[src/common/adc_serial_pkg.sv]
// shared constants and types for the converter serial result port
package adc_serial_pkg;
   // result word
   localparam int RESULT_WIDTH = 16;
   // clock and serial timing
   localparam int CLK_PERIOD_NS = 25;
   localparam int SCLK_HALF_NS = 50;
   localparam int SCLK_HALF_CYC =
      (SCLK_HALF_NS + CLK_PERIOD_NS - 1) / CLK_PERIOD_NS;
   localparam int DIV_CNT_W = 8;
   localparam int DIV_SEL_W = 2;
   // pin positions of the serial functions on the result bus
   localparam int PIN_SER_OUT = 8;
   localparam int PIN_SCLK = 9;
   localparam int PIN_SYNC = 10;
   localparam int PIN_RD_FLAG = 11;
   // configuration pins, used as config inputs in serial mode
   localparam int PIN_CFG_LO = 2;
   localparam int PIN_CFG_HI = 7;

   // serial configuration, sampled from the shared pins
   typedef struct packed {
      logic clockSourceSelect;
      logic [DIV_SEL_W-1:0] serialClockDivider;
      logic frameSyncPolarity;
      logic serialClockInvert;
      logic readModeOrChainIn;
   } serial_cfg_t;

   // master shifter states
   typedef enum logic {M_IDLE, M_SHIFT} master_state_t;
endpackage

[src/logic/sclk_divider.sv]
// serial clock half-period tick generator with power-of-two slowdown
`timescale 1ns/1ps
module sclk_divider
   import adc_serial_pkg::*;
#(
   parameter int HALF_CYC = SCLK_HALF_CYC
)(
   // clock and reset
   input wire logic clk,
   input wire logic rst,
   // control
   input wire logic run,
   input wire logic [DIV_SEL_W-1:0] divSel,
   // one-cycle enable per serial clock half period
   output logic tick
);
   logic [DIV_CNT_W-1:0] cnt_reg;
   logic [DIV_CNT_W-1:0] cnt_next;
   wire [DIV_CNT_W-1:0] limit =
      DIV_CNT_W'((HALF_CYC << divSel) - 1);

   assign tick = run && (cnt_reg == limit);
   assign cnt_next = (!run || tick) ? '0 : cnt_reg + 1'b1;

   always_ff @(posedge clk) begin
      if (rst) begin
         cnt_reg <= '0;
      end else begin
         cnt_reg <= cnt_next;
      end
   end
endmodule

[src/logic/adc_serial_port_config.sv]
// result port of the converter: parallel bus or master/slave serial port
`timescale 1ns/1ps

// How it works
// - divider slows master clock only in read-after-convert
// - master mode drives internal clock on clock pin
// - slave shifts on host clock gated by select
// - sync active high unless polarity input high
// - clock invert honoured in master and slave
// - chain input reaches data out after 16 clocks
// - master read-during-convert sends previous result
// - master read-after-convert sends after conversion completes
// - parallel mode drives shared pins as bits 2-7
// - select low is parallel, high is serial
// - slave updates data on rising clock edge
// - master sync held active while data valid
// - slave unfinished read at conversion end flags error
module adc_serial_port_config
   import adc_serial_pkg::*;
#(
   parameter int RESULT_W = RESULT_WIDTH
)(
   // clock and reset
   input wire logic clk,
   input wire logic rst,
   // converter core
   input wire logic convStart,
   input wire logic convDone,
   input wire logic [RESULT_W-1:0] convResult,
   // port configuration pins
   input wire logic portStyleSelect,
   input wire serial_cfg_t serialCfg,
   // host serial clock and converter select
   input wire logic sclkIn,
   input wire logic csAdcN,
   // result pins, with drive enables
   output logic [RESULT_W-1:0] pinOut,
   output logic [RESULT_W-1:0] pinOe,
   // status
   output logic incompleteReadFlag
);
   localparam int HALF_A = SCLK_HALF_CYC;
   localparam logic [4:0] LAST_BIT = 5'(RESULT_W - 1);
   localparam logic [4:0] FULL_CNT = 5'(RESULT_W);

   ////////////////////////////////////////////////////////////////////////
   // mode decode
   wire serialMode = portStyleSelect;
   wire master = serialMode && !serialCfg.clockSourceSelect;
   wire slave = serialMode && serialCfg.clockSourceSelect;
   wire readDuring = serialCfg.readModeOrChainIn;
   // divider inputs are meaningless in the other serial modes
   wire useDiv = master && !readDuring;
   wire [DIV_SEL_W-1:0] divSel =
      useDiv ? serialCfg.serialClockDivider : '0;

   ////////////////////////////////////////////////////////////////////////
   // state
   master_state_t state_reg, state_next;
   logic [RESULT_W-1:0] lastResult_reg;
   logic [RESULT_W-1:0] shift_reg, shift_next;
   logic [4:0] bitCnt_reg, bitCnt_next;
   logic mPhase_reg, mPhase_next;
   logic effPrev_reg;
   logic csPrevN_reg;
   logic readActive_reg, readActive_next;
   logic rdErr_reg, rdErr_next;
   logic [RESULT_W-1:0] pinOut_next, pinOe_next;
   logic tick;

   wire shifting = (state_reg == M_SHIFT);

   sclk_divider #(.HALF_CYC(SCLK_HALF_CYC)) divider (
      .clk(clk),
      .rst(rst),
      .run(shifting),
      .divSel(divSel),
      .tick(tick)
   );

   ////////////////////////////////////////////////////////////////////////
   // master triggers and edges
   wire mTrigger = master && !shifting &&
      (readDuring ? convStart : convDone);
   // previous word while converting, fresh word after completion
   wire [RESULT_W-1:0] mLoad =
      readDuring ? lastResult_reg : convResult;
   wire mFall = shifting && tick && mPhase_reg;
   wire mLast = mFall && (bitCnt_reg == LAST_BIT);

   ////////////////////////////////////////////////////////////////////////
   // slave edges: host clock taken as synchronous to clk
   wire effClk = sclkIn ^ serialCfg.serialClockInvert;
   wire sRise = slave && !csAdcN && effClk && !effPrev_reg;
   wire csFall = slave && !csAdcN && csPrevN_reg;
   wire sLost = slave && readActive_reg && convDone;

   always_comb begin
      state_next = state_reg;
      shift_next = shift_reg;
      bitCnt_next = bitCnt_reg;
      mPhase_next = mPhase_reg;
      readActive_next = readActive_reg;
      rdErr_next = 1'b0;
      if (master) begin
         if (mTrigger) begin
            state_next = M_SHIFT;
            shift_next = mLoad;
            bitCnt_next = '0;
            mPhase_next = 1'b0;
         end else if (shifting && tick) begin
            mPhase_next = !mPhase_reg;
            if (mFall) begin
               shift_next = {shift_reg[RESULT_W-2:0], 1'b0};
               bitCnt_next = bitCnt_reg + 5'h01;
            end
            if (mLast) begin
               state_next = M_IDLE;
            end
         end
      end else begin
         state_next = M_IDLE;
         mPhase_next = 1'b0;
         if (sLost) begin
            // unfinished word is dropped for the new one
            rdErr_next = 1'b1;
            shift_next = convResult;
            bitCnt_next = '0;
         end else if (convDone && !readActive_reg) begin
            shift_next = convResult;
         end else if (sRise) begin
            // chain bit enters at the bottom, leaves 16 clocks on
            shift_next = {shift_reg[RESULT_W-2:0],
               serialCfg.readModeOrChainIn};
            bitCnt_next = bitCnt_reg + 5'h01;
         end
         if (csFall) begin
            readActive_next = 1'b1;
            bitCnt_next = '0;
         end else if (csAdcN || bitCnt_next == FULL_CNT) begin
            readActive_next = 1'b0;
         end
      end
   end

   ////////////////////////////////////////////////////////////////////////
   // pin drive
   wire mSclk = (shifting && mPhase_reg) ^
      serialCfg.serialClockInvert;
   wire mSync = shifting ^ serialCfg.frameSyncPolarity;

   always_comb begin
      pinOut_next = '0;
      pinOe_next = '0;
      if (!serialMode) begin
         // whole bus drives, shared config pins included
         pinOut_next = lastResult_reg;
         pinOe_next = '1;
      end else begin
         pinOut_next[PIN_SER_OUT] = shift_reg[RESULT_W-1];
         pinOe_next[PIN_SER_OUT] = 1'b1;
         pinOut_next[PIN_SCLK] = mSclk;
         pinOe_next[PIN_SCLK] = master;
         pinOut_next[PIN_SYNC] = mSync;
         pinOe_next[PIN_SYNC] = master;
         pinOut_next[PIN_RD_FLAG] = rdErr_next;
         pinOe_next[PIN_RD_FLAG] = slave;
      end
   end

   always_ff @(posedge clk) begin
      if (rst) begin
         state_reg <= M_IDLE;
         shift_reg <= '0;
         bitCnt_reg <= '0;
         mPhase_reg <= 1'b0;
         readActive_reg <= 1'b0;
         rdErr_reg <= 1'b0;
         pinOut <= '0;
         pinOe <= '0;
      end else begin
         state_reg <= state_next;
         shift_reg <= shift_next;
         bitCnt_reg <= bitCnt_next;
         mPhase_reg <= mPhase_next;
         readActive_reg <= readActive_next;
         rdErr_reg <= rdErr_next;
         pinOut <= pinOut_next;
         pinOe <= pinOe_next;
      end
   end

   // last result and edge history; host-side inputs held idle at reset
   always_ff @(posedge clk) begin
      if (rst) begin
         lastResult_reg <= '0;
         effPrev_reg <= 1'b0;
         csPrevN_reg <= 1'b1;
      end else begin
         if (convDone) begin
            lastResult_reg <= convResult;
         end
         effPrev_reg <= effClk;
         csPrevN_reg <= csAdcN;
      end
   end

   assign incompleteReadFlag = rdErr_reg;
endmodule

[config.mk]
export PLATFORM = sky130hd
export DESIGN_NAME = adc_serial_port_config
export DESIGN_NICKNAME = d
export VERILOG_FILES = /design/src/common/adc_serial_pkg.sv /design/src/logic/sclk_divider.sv /design/src/logic/adc_serial_port_config.sv
export SDC_FILE = /design/constraint.sdc
export NUM_CORES = 1
export LEC_CHECK = 0
export BUFFER_PORTS_ARGS = -buffer_cell sky130_fd_sc_hd__clkbuf_2
export CELL_PAD_IN_SITES_DETAIL_PLACEMENT = 1
export CELL_PAD_IN_SITES_GLOBAL_PLACEMENT = 1
export CORE_UTILIZATION = 40
export DETAILED_ROUTE_END_ITERATION = 10
export GPL_TIMING_DRIVEN = 0
export PLACE_DENSITY = 0.8
export SLEW_MARGIN = 10
export SYNTH_ARGS = -nofsm -noshare
export SYNTH_HDL_FRONTEND = slang
export SYNTH_HIERARCHICAL = 1
export SYNTH_SLANG_ARGS = --single-unit
[constraint.sdc]
create_clock -name clk -period 3.3 [get_ports clk]
set_input_delay 0.165 -clock clk [delete_from_list [all_inputs] [get_ports clk]]
set_output_delay 0.165 -clock clk [all_outputs]
set_load 0.05 [all_outputs]
# Word level (Yosys, flattened, before mapping)

Cells that the tools add are included.

Reductions and logical operators: 38
Bitwise operators: 4
Shift-type cells: 1
Equality and inequality tests: 5
Multiplexer cells: 30
$add $sub $neg: 3

Operators with widths:

| operator                                          | count |
|---|---|
| two-way mux 16 bit                                | 8 |
| two-way mux 5 bit                                 | 9 |
| logical AND 1 bit                                 | 17 |
| two-way mux 4 bit                                 | 3 |
| adder 8 x 1 -> 8 bit (second input constant)      | 1 |
| == test 8 bit                                     | 1 |
| two-way mux 1 bit                                 | 8 |
| two-way mux 8 bit                                 | 1 |
| << shifter 2 x 2 -> 8 bit (first input constant)  | 1 |
| subtractor 8 x 2 -> 8 bit (second input constant) | 1 |
| zero test 1 bit                                   | 7 |
| != test 3 x 1 -> 1 bit (second input constant)    | 2 |
| AND reduction 2 bit                               | 3 |
| nonzero test 2 bit                                | 3 |
| OR reduction 2 bit                                | 3 |
| adder 5 x 1 -> 5 bit (second input constant)      | 1 |
| == test 5 x 4 -> 1 bit (second input constant)    | 1 |
| == test 5 bit (second input constant)             | 1 |
| nonzero test 4 bit                                | 1 |
| AND reduction 3 bit                               | 1 |
| OR reduction 3 bit                                | 1 |
| XOR 1 bit                                         | 3 |
| logical OR 1 bit                                  | 2 |
| two-way mux 2 bit                                 | 1 |
| NOT 1 bit                                         | 1 |

Bits of input ports: 29
Word-level logic and storage cells: 94
Flip-flop bits (word level): 83
Output and inout bits: 33

# Depth between registers and ports, before layout

Gate-level depths: netlist of the first run.

Depth after elaboration: 14
Gate-level depth with buffers: 11

# Hierarchy

Netlist of the first run, hierarchy kept.

By module, submodules not included:

| module                 | cells each | sequential area each (sq um) | times used | area an instance (sq um) |
|---|---|---|---|---|
| adc_serial_port_config | 302        | 1261.2                       | 1          | 2767.7 |
| sclk_divider           | 48         | 160.2                        | 1          | 431.7 |

# Least setup slack after synthesis of the first run

No wires, ideal clock.

Path type: input to register
Start point: input serialCfg[5] in the netlist's numbering
End point: register shift_reg[15]
Data required time: 3.230 ns
Cell stages on the path: 11
Path slack: 0.924 ns
Arrival: 2.306 ns
Buffers on the path: 1
Setup time: 0.070 ns
Path through: nand2b_1 > nor3b_1 > xor2_1 > o21ai_0 > and4_1 > nand3_1 > o211ai_2 > o21a_1 > buf_4 > o21ai_0 > a21oi_1

Longest elaborated chain between the ends: 12
Elaborated cells on any way between the ends: 25

RTL lines:

| element                          | RTL line                                                    | text |
|---|---|---|
| start: declaration               | adc_serial_port_config.sv:32                                | `input wire serial_cfg_t serialCfg,` |
| zero test 1 bit *                | adc_serial_port_config.sv:49                                | `wire master = serialMode && !serialCfg.clockSourceSelect;` |
| logical AND 1 bit *              | adc_serial_port_config.sv:49                                |  |
| logical AND 1 bit *              | adc_serial_port_config.sv:53                                | `wire useDiv = master && !readDuring;` |
| two-way mux 2 bit *              | adc_serial_port_config.sv:55                                | `useDiv ? serialCfg.serialClockDivider : '0;` |
| net divSel[1]                    | adc_serial_port_config.sv:54                                | `wire [DIV_SEL_W-1:0] divSel =` |
| << shifter 2 x 2 -> 8 bit *      | sclk_divider.sv:20                                          | `DIV_CNT_W'((HALF_CYC << divSel) - 1);` |
| subtractor 8 x 2 -> 8 bit *      | sclk_divider.sv:20                                          |  |
| == test 8 bit *                  | sclk_divider.sv:22                                          | `assign tick = run && (cnt_reg == limit);` |
| logical AND 1 bit *              | sclk_divider.sv:22                                          |  |
| net tick                         | adc_serial_port_config.sv:69                                | `logic tick;` |
| logical AND 1 bit *              | adc_serial_port_config.sv:88, adc_serial_port_config.sv:111 |  |
| logical AND 1 bit                | adc_serial_port_config.sv:88                                | `wire mFall = shifting && tick && mPhase_reg;` |
| != test 3 x 1 -> 1 bit (no line) | n/a                                                         |  |
| AND reduction 3 bit (no line) *  | n/a                                                         |  |
| end signal: assignment           | adc_serial_port_config.sv:183                               | `shift_reg <= shift_next;` |
| end: declaration                 | adc_serial_port_config.sv:61                                | `logic [RESULT_W-1:0] shift_reg, shift_next;` |

Mark *: on every way through the listed nets, which the timed path passes. The rest lies on a longest branch.
A chain may end at the register's enable or synchronous reset.

# Final worst setup path of the first run

Start point: input serialCfg[5] in the netlist's numbering
End point: register shift_reg[12]

The elaborated chain is that of the path after synthesis.

==> results of run 1 <==
[area by class of cell]
| class | instances | area share [%] |
|---|---|---|
| buffer | 32 | 5.092 |
| sequential | 71 | 36.85 |
| multi-input combinational | 240 | 40.32 |
| timing repair buffer | 60 | 7.785 |
| tap | 102 | 3.308 |
| clock buffer | 10 | 3.568 |
| clock inverter | 6 | 2.400 |
| inverter | 7 | 0.6812 |
[layer usage]
layer | vias up | wire [um]
met3 | 11 | 271
met2 | 58 | 3973
met1 | 1346 | 4154
li1 | 1384 | -
met5 | - | 0
met4 | 0 | 117
[per-stage QoR]
stage | utilization, % | cell area, sq um | setup slack [ns] | std cells | hold WS [ns]
after floorplan | - | 3199 | 0.9242 | 350 | 0.2609
after global placement | 46.94 | 3627 | 0.1539 | 512 | 0.4084
after detailed placement | 46.94 | 3627 | 0.01400 | 512 | 0.4267
after CTS | 49.92 | 3857 | 0.3857 | 528 | 0.05469
after global routing | 49.92 | 3857 | 0.02613 | 528 | 0.07688
final | 49.92 | 3857 | 0.3414 | 528 | 0.06205
[worst max-delay path, delay by kind of cell]
kind | cells | cell delay [ns]
AO/OA/AOI/OAI | 5 | 1.26
XOR/XNOR | 1 | 0.13
buffers and inverters | 2 | 0.36
AND/OR/NAND/NOR | 4 | 1.33
[kinds of logic after synthesis]
group           synth area share (%)
buf+inv                        6.961
xor+xnor                       3.011
compound gates                 20.85
simple gates                   17.64
fa+ha+maj                      1.173
flops                          44.43
mux                            5.944
[worst paths after layout]
path,cells past startpoint,from,endpoint,slack [ns]
hold / removal,3,convResult[2],lastResult_reg[2],0.06
hold reg to reg,2,shift_reg[4],shift_reg[4],0.48
setup reg to reg,9,divider/cnt_reg[0],shift_reg[12],0.59
setup / recovery,12,serialCfg[5],shift_reg[12],0.34
[report_power, final]
part | internal, mW | total, mW | switching [mW]
Combinational | 0.0988 | 0.286 | 0.187
Clock | 0.450 | 0.806 | 0.356
Sequential | 0.900 | 0.927 | 0.0267
Total | 1.45 | 2.02 | 0.570
[placed cells by master, fill, tap and decap left out, types with 3 or more instances in the layout]
master	instances
or3_1	4
o21ai_0	23
buf_4	14
and2_1	15
dfxtp_1	71
nor3_1	6
buf_2	7
ha_1	3
and3_1	3
a31oi_1	4
a311oi_1	5
clkbuf_8	10
nand2b_1	4
clkbuf_2	60
nand2_1	16
inv_1	7
a211oi_1	5
clkbuf_1	8
a22oi_1	15
nand3_1	8
a21oi_1	38
mux2i_1	19
xnor2_1	4
nor2_1	27
xor2_1	7
==> summary.txt, run 1 <==
Power and ir drop
  • Tot Pwr: 2.019 mW
  • Power density cells: 523.4 nW/um^2
  • Leakage power total: 1.656 nW
  • Worst vdd ir: 0.2923 mV

Critical path
  • Crit path required time: 3.58 ns
  • Cell chain of the critical path: clkbuf_2 -> nand2b_1 -> nor3b_1 -> xor2_1 -> o21ai_0 -> and4_1 -> nand3_1 -> o211ai_2 -> o21a_1 -> buf_4 -> o21ai_0 -> a21oi_1
  • Crit-path max FO: 10
  • CP max-delay cell: nor3b_1
  • CP Launch Type: input port
  • Data arrival, critical path: 3.24 ns
  • Critical path class: input port to flop
  • Setup crit end kind: flop
  • Critical Path Max Stage Delay: 0.50 ns
  • Cell repeated most along the worst path: o21ai_0

GRT
  • Tot GR Track Use: 21.47%
  • Grt peak-use layer: met2
  • Met1 Track Usage GR: 28.19%
  • Number of global-route vias before repair: 2881
  • Met3 global-route usage: 2.848%
  • Largest net degree at the start of global routing: 14
  • GRT Residual Overflow: 0
  • M2 GR Usage: 35.78%
  • Global-route wire length before repair: 14170 um
  • Initial antenna violation count: 0

Routing
  • Initial DRC Count: 109
  • Routed len/inst: 16.13 um
  • DRC viols: 0
  • Total number of vias: 2799
  • Final WL: 8516 um
  • Post-route ant nets: 0
  • Drt first pass iters: 4
  • Via-to-Cell Ratio: 5.301

Synthesis
  • Net Count, Synth: 382
  • Ys flop type: dfxtp_1
  • Yosys top cell by area: dfxtp_1
  • Synth top area share: 44.43%
  • Synth cell types: 55
  • Number of synthesized register bits: 71
  • Mapped Cells: 350
  • Top cells by count, synth: dfxtp_1 (71), a21oi_1 (38), nor2_1 (27), o21ai_0 (23), mux2i_1 (19)
  • Post-synthesis sequential area ratio: 44.43%
  • Mapped cell area: 3199 sq um
  • Avg Cell Area, Syn: 9.141 sq um
  • Ys Warns: 6
  • Number of synthesized flops with an enable pin: 0
  • Synth area leaders: dfxtp_1 (44%), a21oi_1 (5.9%), mux2i_1 (5.9%), o21ai_0 (3.6%), a22oi_1 (3.5%)
  • Most frequent cell after synthesis: dfxtp_1
  • Post-synth ARST share: 0%

CTS
  • Clock sinks: 71
  • Clock latency on the worst-skew pair: 0.35 ns
  • CTS Hold Bufs: 0
  • TritonCTS clock tree: yes
  • H-tree levels: 3
  • Max Root-Sink Buffers: 2
  • Cts repair resizes: 0
  • Setup Buffers After CTS: 0
  • Root Buffer: clkbuf_8
  • Clock-pin slew on the worst setup and hold paths: 0.08 ns
  • Num CTS Buffers: 9

STA
  • Final Skew: 0.007912 ns
  • Final Hold Vio Count: 0
  • Finish-stage setup viols: 0
  • Worst slew pin tran: 0.5820 ns
  • Worst relative slew slack: 60.94%
  • TNS Setup: 0 ns
  • Slew Viols, Final: 0
  • RSZ-0062 raised after global routing: no
  • Part of the cycle the worst path needs: 89.66%
  • Final worst path period need: 2.959 ns
  • Achievable Freq: 0.3380 GHz

Floorplan
  • Die height: 91.44 um
  • Rows: 32
  • Full die area: 8360 sq um
  • Std-Cell Core Area: 7727 sq um
  • Die span in x: 91.44 um
  • Initial Utilization: 41.40%
  • IO Count: 62

Placement
  • DPL Wire Length: 6147 um
  • RD Place Congestion: 0.8017
  • IO Port Bufs: 60

Cells and area
  • Multi-input logic area: 1555 sq um
  • Final #Nets: 453
  • Reg area: 1421 sq um
  • Area growth, synth to finish: 20.57%
  • Antenna diodes: 0
  • Layout cell share with drive strength beyond 1: 26.29%
  • Fill count: 928

Job
  • Max_cap viols: 0

Status
  • Result of the run: complete, no violations

Worst hold path
  • HP Class: input port to flop
(Power assumes the default switching activity.)
==> inputs of run 2 (changes only) <==
Settings changed: CORE_UTILIZATION 40 to 30, PLACE_DENSITY 0.8 to default, PLACE_DENSITY_LB_ADDON from default to 0.15.
==> run 2 against run 1 <==
Effect of this change:
- non-clock buffer count stayed put
- clock power fell by 11%
- sequential power hardly changed
- critical path type unchanged
- largest cell class unchanged
- highest routed layer unchanged
==> summary.txt, run 2 (synthesis gave the netlist of run 1 again) <==
Routing
  • Total number of vias: 2772
  • Initial DRC Count: 71
  • DRC viols: 0
  • Post-route ant nets: 0
  • Routed len/inst: 15.55 um
  • Final WL: 8741 um
  • Drt first pass iters: 4
  • Via-to-Cell Ratio: 4.932

GRT
  • Global-route wire length before repair: 14440 um
  • Initial antenna violation count: 0
  • Largest net degree at the start of global routing: 13
  • GRT Residual Overflow: 0
  • Tot GR Track Use: 16.70%
  • Number of global-route vias before repair: 2794

Critical path
  • Crit-path max FO: 10
  • Worst R2R Start: divider/cnt_reg[0]
  • R2r setup slk: 0.65 ns
  • Data arrival, critical path: 3.17 ns
  • Reg-to-Reg End: shift_reg[14]
  • Critical Path Max Stage Delay: 0.41 ns
  • Reg2Reg Depth: 9
  • CP Launch Type: input port
  • Setup crit end kind: flop
  • Cell chain of the critical path: clkbuf_2 -> nand2b_1 -> nor3b_1 -> and2b_2 -> o22ai_1 -> and4_1 -> nand3_1 -> o211ai_2 -> o21a_1 -> buf_4 -> o21ai_0 -> a21oi_1
  • Crit path required time: 3.58 ns
  • Critical path class: input port to flop
  • CP max-delay cell: nor3b_1

CTS
  • Clock latency on the worst-skew pair: 0.35 ns
  • H-tree levels: 3
  • Num CTS Buffers: 9
  • Clock sinks: 71
  • Max Root-Sink Buffers: 2
  • Clock-pin slew on the worst setup and hold paths: 0.08 ns
  • Root Buffer: clkbuf_8
  • TritonCTS clock tree: yes

STA
  • Final Hold Vio Count: 0
  • TNS Setup: 0 ns
  • Finish-stage setup viols: 0
  • Final worst path period need: 2.893 ns
  • Part of the cycle the worst path needs: 87.68%
  • Final WS setup: 0.4066 ns
  • RSZ-0062 raised after global routing: no
  • Worst slew pin tran: 0.6269 ns
  • Slew Viols, Final: 0
  • Final Skew: 0.01066 ns
  • Worst relative slew slack: 57.93%
  • Hold_ws: 0.06364 ns
  • Achievable Freq: 0.3456 GHz

Power and ir drop
  • Share of power burned in registers: 48.0%
  • Pint: 1.370 mW
  • Leakage power total: 1.646 nW
  • Clk pwr share: 37.1%
  • Sw power: 0.5582 mW
  • Comb pwr share: 14.9%
  • Worst vdd ir: 0.2107 mV
  • Power density cells: 498.5 nW/um^2
  • Sw Share: 28.95%
  • Tot Pwr: 1.928 mW

Cells and area
  • Post-Layout Inst Area: 3867 sq um
  • Final #Nets: 453
  • Fill count: 1232
  • Area growth, synth to finish: 20.88%
  • Commonest non-fill, non-tap cell in the layout: dfxtp_1
  • Commonest cells after routing, fill and taps aside: dfxtp_1 (71), clkbuf_2 (60), a21oi_1 (38)
  • Layout cell share with drive strength beyond 1: 26.06%
  • Antenna diodes: 0

Worst hold path
  • Hold Crit Endpoint: csPrevN_reg
  • HP Class: input port to flop
  • Hold Crit Depth: 2
  • Hold Crit Start: csAdcN

Floorplan
  • Die height: 105.3 um
  • IO Count: 62
  • Rows: 37
  • Initial Utilization: 30.99%
  • Die span in x: 105.3 um
  • Full die area: 11080 sq um
  • Std-Cell Core Area: 10320 sq um

Placement
  • IO Port Bufs: 60
  • DPL Wire Length: 6391 um
  • RD Place Congestion: 0.7759
  • Area of placed instances: 3670 sq um
  • Post-placement worst setup slack: -0.07413 ns

Status
  • Result of the run: complete, no violations

Job
  • Max_cap viols: 0
run 2: critical path, delay by kind of cell:
kind	cells	cell delay, ns
buffers and inverters	2	0.37
AO/OA/AOI/OAI	5	1.13
AND/OR/NAND/NOR	5	1.51
run 2: metal layers:
| metal | global-route usage [%] | wire, um | vias to the layer above | part of all wire (%) |
|---|---|---|---|---|
| met3 | 3.154 | 353 | 5 | 4.0 |
| met4 | 5.131 | 66 | 0 | 0.76 |
| met2 | 25.75 | 3879 | 61 | 44 |
| met1 | 23.50 | 4441 | 1326 | 51 |
| li1 | - | - | 1380 | - |
| met5 | 0 | 0 | - | 0 |
run 2: metrics by stage:
step	util, %	std cells
after floorplan	-	350
after global placement	35.55	546
after detailed placement	35.55	546
after CTS	37.46	562
after global routing	37.46	562
final	37.46	562
run 2: power groups by stage:
stage                     Clock, mW  Combinational [mW]  Sequential, mW
after floorplan                   0               0.175           0.970
after global placement            0               0.286           0.943
after detailed placement          0               0.291           0.944
after CTS                     0.729               0.292           0.925
after global routing          0.767               0.317           0.931
final                         0.715               0.288           0.925
run 2: final cells by class:
cell class / instances / area, sq um / area share [%]
multi-input cells: 240 / 1555 / 40.21
flip-flops and latches: 71 / 1421 / 36.75
repair buffers: 60 / 300.3 / 7.764
plain buffers: 32 / 196.4 / 5.079
well taps: 136 / 170.2 / 4.400
clock buffers: 11 / 141.4 / 3.656
clock inverters: 5 / 56.30 / 1.456
inverters: 7 / 26.28 / 0.6794
run 2: how the worst max path moves through the flow:
stage | startpoint | end | slack [ns] | cells past startpoint
finish | serialCfg[5] | shift_reg[14] | 0.41 | 12
global route | serialCfg[5] | shift_reg[2] | 0.14 | 12
CTS | serialCfg[5] | shift_reg[14] | 0.27 | 12
global placement | serialCfg[5] | shift_reg[15] | 0.03 | 12
detailed placement | serialCfg[5] | shift_reg[3] | -0.07 | 12
floorplan | serialCfg[5] | shift_reg[15] | 0.92 | 11
run 2: timing repair:
action	CTS	global route
buffers inserted	0	0
hold buffers	0	0
setup endpoints to repair	0	1
resized for setup	0	1
==> inputs of run 3 (changes only) <==
Settings changed: RECOVER_POWER from default to 25.
==> run 3 against run 2 <==
Effect of this change:
- final area decreased by 0.58%
- final cell count unchanged
- sequential share of layout area increased by 0.22 points
- largest cell class unchanged
- largest power group unchanged
==> summary.txt, run 3 (synthesis gave the netlist of run 1 again) <==
Floorplan
  • Initial Utilization: 30.99%
  • Full die area: 11080 sq um
  • Std-Cell Core Area: 10320 sq um
  • Rows: 37
  • Die span in x: 105.3 um
  • Die height: 105.3 um
  • IO Count: 62

Power and ir drop
  • Clk pwr share: 37.1%
  • Comb pwr share: 14.9%
  • Sw power: 0.5574 mW
  • Worst vdd ir: 0.2107 mV
  • Power density cells: 500.8 nW/um^2
  • Sw Share: 28.95%
  • Share of power burned in registers: 48.0%
  • Leakage power total: 1.584 nW
  • Pint: 1.368 mW
  • Tot Pwr: 1.925 mW

GRT
  • Tot GR Track Use: 16.70%
  • GRT Residual Overflow: 0
  • Global-route wire length before repair: 14440 um
  • Largest net degree at the start of global routing: 13
  • Number of global-route vias before repair: 2794
  • Initial antenna violation count: 0

STA
  • Final Skew: 0.01065 ns
  • Final WS setup: 0.4050 ns
  • Final Hold Vio Count: 0
  • Final worst path period need: 2.895 ns
  • Slew Viols, Final: 0
  • Worst slew pin tran: 0.6266 ns
  • Worst relative slew slack: 57.95%
  • Finish-stage setup viols: 0
  • Achievable Freq: 0.3454 GHz
  • RSZ-0062 raised after global routing: no
  • Part of the cycle the worst path needs: 87.73%
  • Hold_ws: 0.06534 ns

Placement
  • DPL Wire Length: 6391 um
  • Area of placed instances: 3670 sq um
  • RD Place Congestion: 0.7759
  • Post-placement worst setup slack: -0.07413 ns
  • IO Port Bufs: 60
  • Placed cell count: 546

Critical path
  • Critical Path Max Stage Delay: 0.41 ns
  • Crit-path max FO: 10
  • CP max-delay cell: nor3b_1
  • Worst R2R Start: divider/cnt_reg[0]
  • Critical path class: input port to flop
  • Cell chain of the critical path: clkbuf_2 -> nand2b_1 -> nor3b_1 -> and2b_2 -> o22ai_1 -> and4_1 -> nand3_1 -> o211ai_2 -> o21a_1 -> buf_4 -> o21ai_0 -> a21oi_1
  • Setup crit end kind: flop
  • R2r setup slk: 0.65 ns
  • CP Launch Type: input port
  • Data arrival, critical path: 3.17 ns
  • Bufs and invs on worst path: 2
  • Reg-to-Reg End: shift_reg[14]
  • Reg2Reg Depth: 9
  • Crit path required time: 3.58 ns
  • Source of the critical timing path: serialCfg[5]
  • Critical Path Stages: 12
  • CP top delay family: simple AND/OR/NAND/NOR gates

CTS
  • TritonCTS clock tree: yes
  • Clock-pin slew on the worst setup and hold paths: 0.08 ns
  • Clock latency on the worst-skew pair: 0.35 ns
  • H-tree levels: 3
  • Clock sinks: 71
  • Max Root-Sink Buffers: 2
  • Root Buffer: clkbuf_8
  • Num CTS Buffers: 9
  • Setup Buffers After CTS: 0

Cells and area
  • Area growth, synth to finish: 20.18%
  • Commonest cells after routing, fill and taps aside: dfxtp_1 (71), clkbuf_2 (42), a21oi_1 (38)
  • Commonest non-fill, non-tap cell in the layout: dfxtp_1
  • Non-filler instance count after layout: 562
  • Post-Layout Inst Area: 3845 sq um
  • Antenna diodes: 0
  • Layout cell share with drive strength beyond 1: 21.83%
  • Final #Nets: 453

Worst hold path
  • Hold Crit Endpoint: csPrevN_reg
  • Hold Crit Depth: 2
  • HP Class: input port to flop
  • Hold Crit Start: csAdcN

Routing
  • Final WL: 8745 um
  • Via-to-Cell Ratio: 4.927
  • Initial DRC Count: 73
  • Drt first pass iters: 4
  • Post-route ant nets: 0
  • Total number of vias: 2769
  • DRC viols: 0
  • Routed len/inst: 15.56 um

Status
  • Result of the run: complete, no violations

Job
  • Max_cap viols: 0
-- run 3: cell counts in the layout (fill, tap and decap cells not counted) --
Identical to the previous run, type by type.
-- run 3: per-layer routing --
metal	vias up	global-route usage, %	wire length [um]
li1	1379	-	-
met2	58	25.75	3863
met3	8	3.154	341
met4	0	5.131	87
met5	-	0	0
met1	1324	23.50	4453
-- run 3: through the flow --
step                      setup TNS, ns  utilization (%)
final                                 0            37.24
after global routing                  0            37.24
after CTS                             0            37.46
after detailed placement        -0.5349            35.55
after global placement                0            35.55
after floorplan                       0                -
-- run 3: layout make-up --
class	count	area [sq um]
flip-flops and latches	71	1421
inverters	7	26.28
fillers	1240	6479
clock buffers	11	141.4
well taps	136	170.2
multi-input cells	240	1555
clock inverters	5	56.30
repair buffers	60	277.8
plain buffers	32	196.4
-- run 3: how the worst max path moves through the flow --
| stage | slack (ns) | end |
|---|---|---|
| 4_1_cts | 0.27 | shift_reg[14] |
| 6_report | 0.41 | shift_reg[14] |
| 3_5_place_dp | -0.07 | shift_reg[3] |
| 5_1_grt | 0.14 | shift_reg[2] |
| 3_3_place_gp | 0.03 | shift_reg[15] |
| 2_1_floorplan | 0.92 | shift_reg[15] |
-- run 3: worst register-to-register path, cell delays in order, from the launching register on --
cell	delay, ns
dfxtp_1	0.43
or4b_4	0.50
nor3_4	0.21
and4_1	0.30
nand3_1	0.17
o211ai_2	0.22
o21a_1	0.32
buf_4	0.21
o21ai_0	0.09
a21oi_1	0.15
-- run 3: timing repair --
action	in CTS	in global routing
hold buffers	0	0
hold endpoints to repair	0	0
endpoints found under the setup margin	0	1
gates resized for setup	0	1
-- run 3: power by group through the flow --
stage / sequential, mW / combinational (mW) / clock [mW]
5_1_grt: 0.931 / 0.315 / 0.767
4_1_cts: 0.925 / 0.292 / 0.729
3_5_place_dp: 0.944 / 0.291 / 0
2_1_floorplan: 0.970 / 0.175 / 0
3_3_place_gp: 0.943 / 0.286 / 0
6_report: 0.925 / 0.286 / 0.714
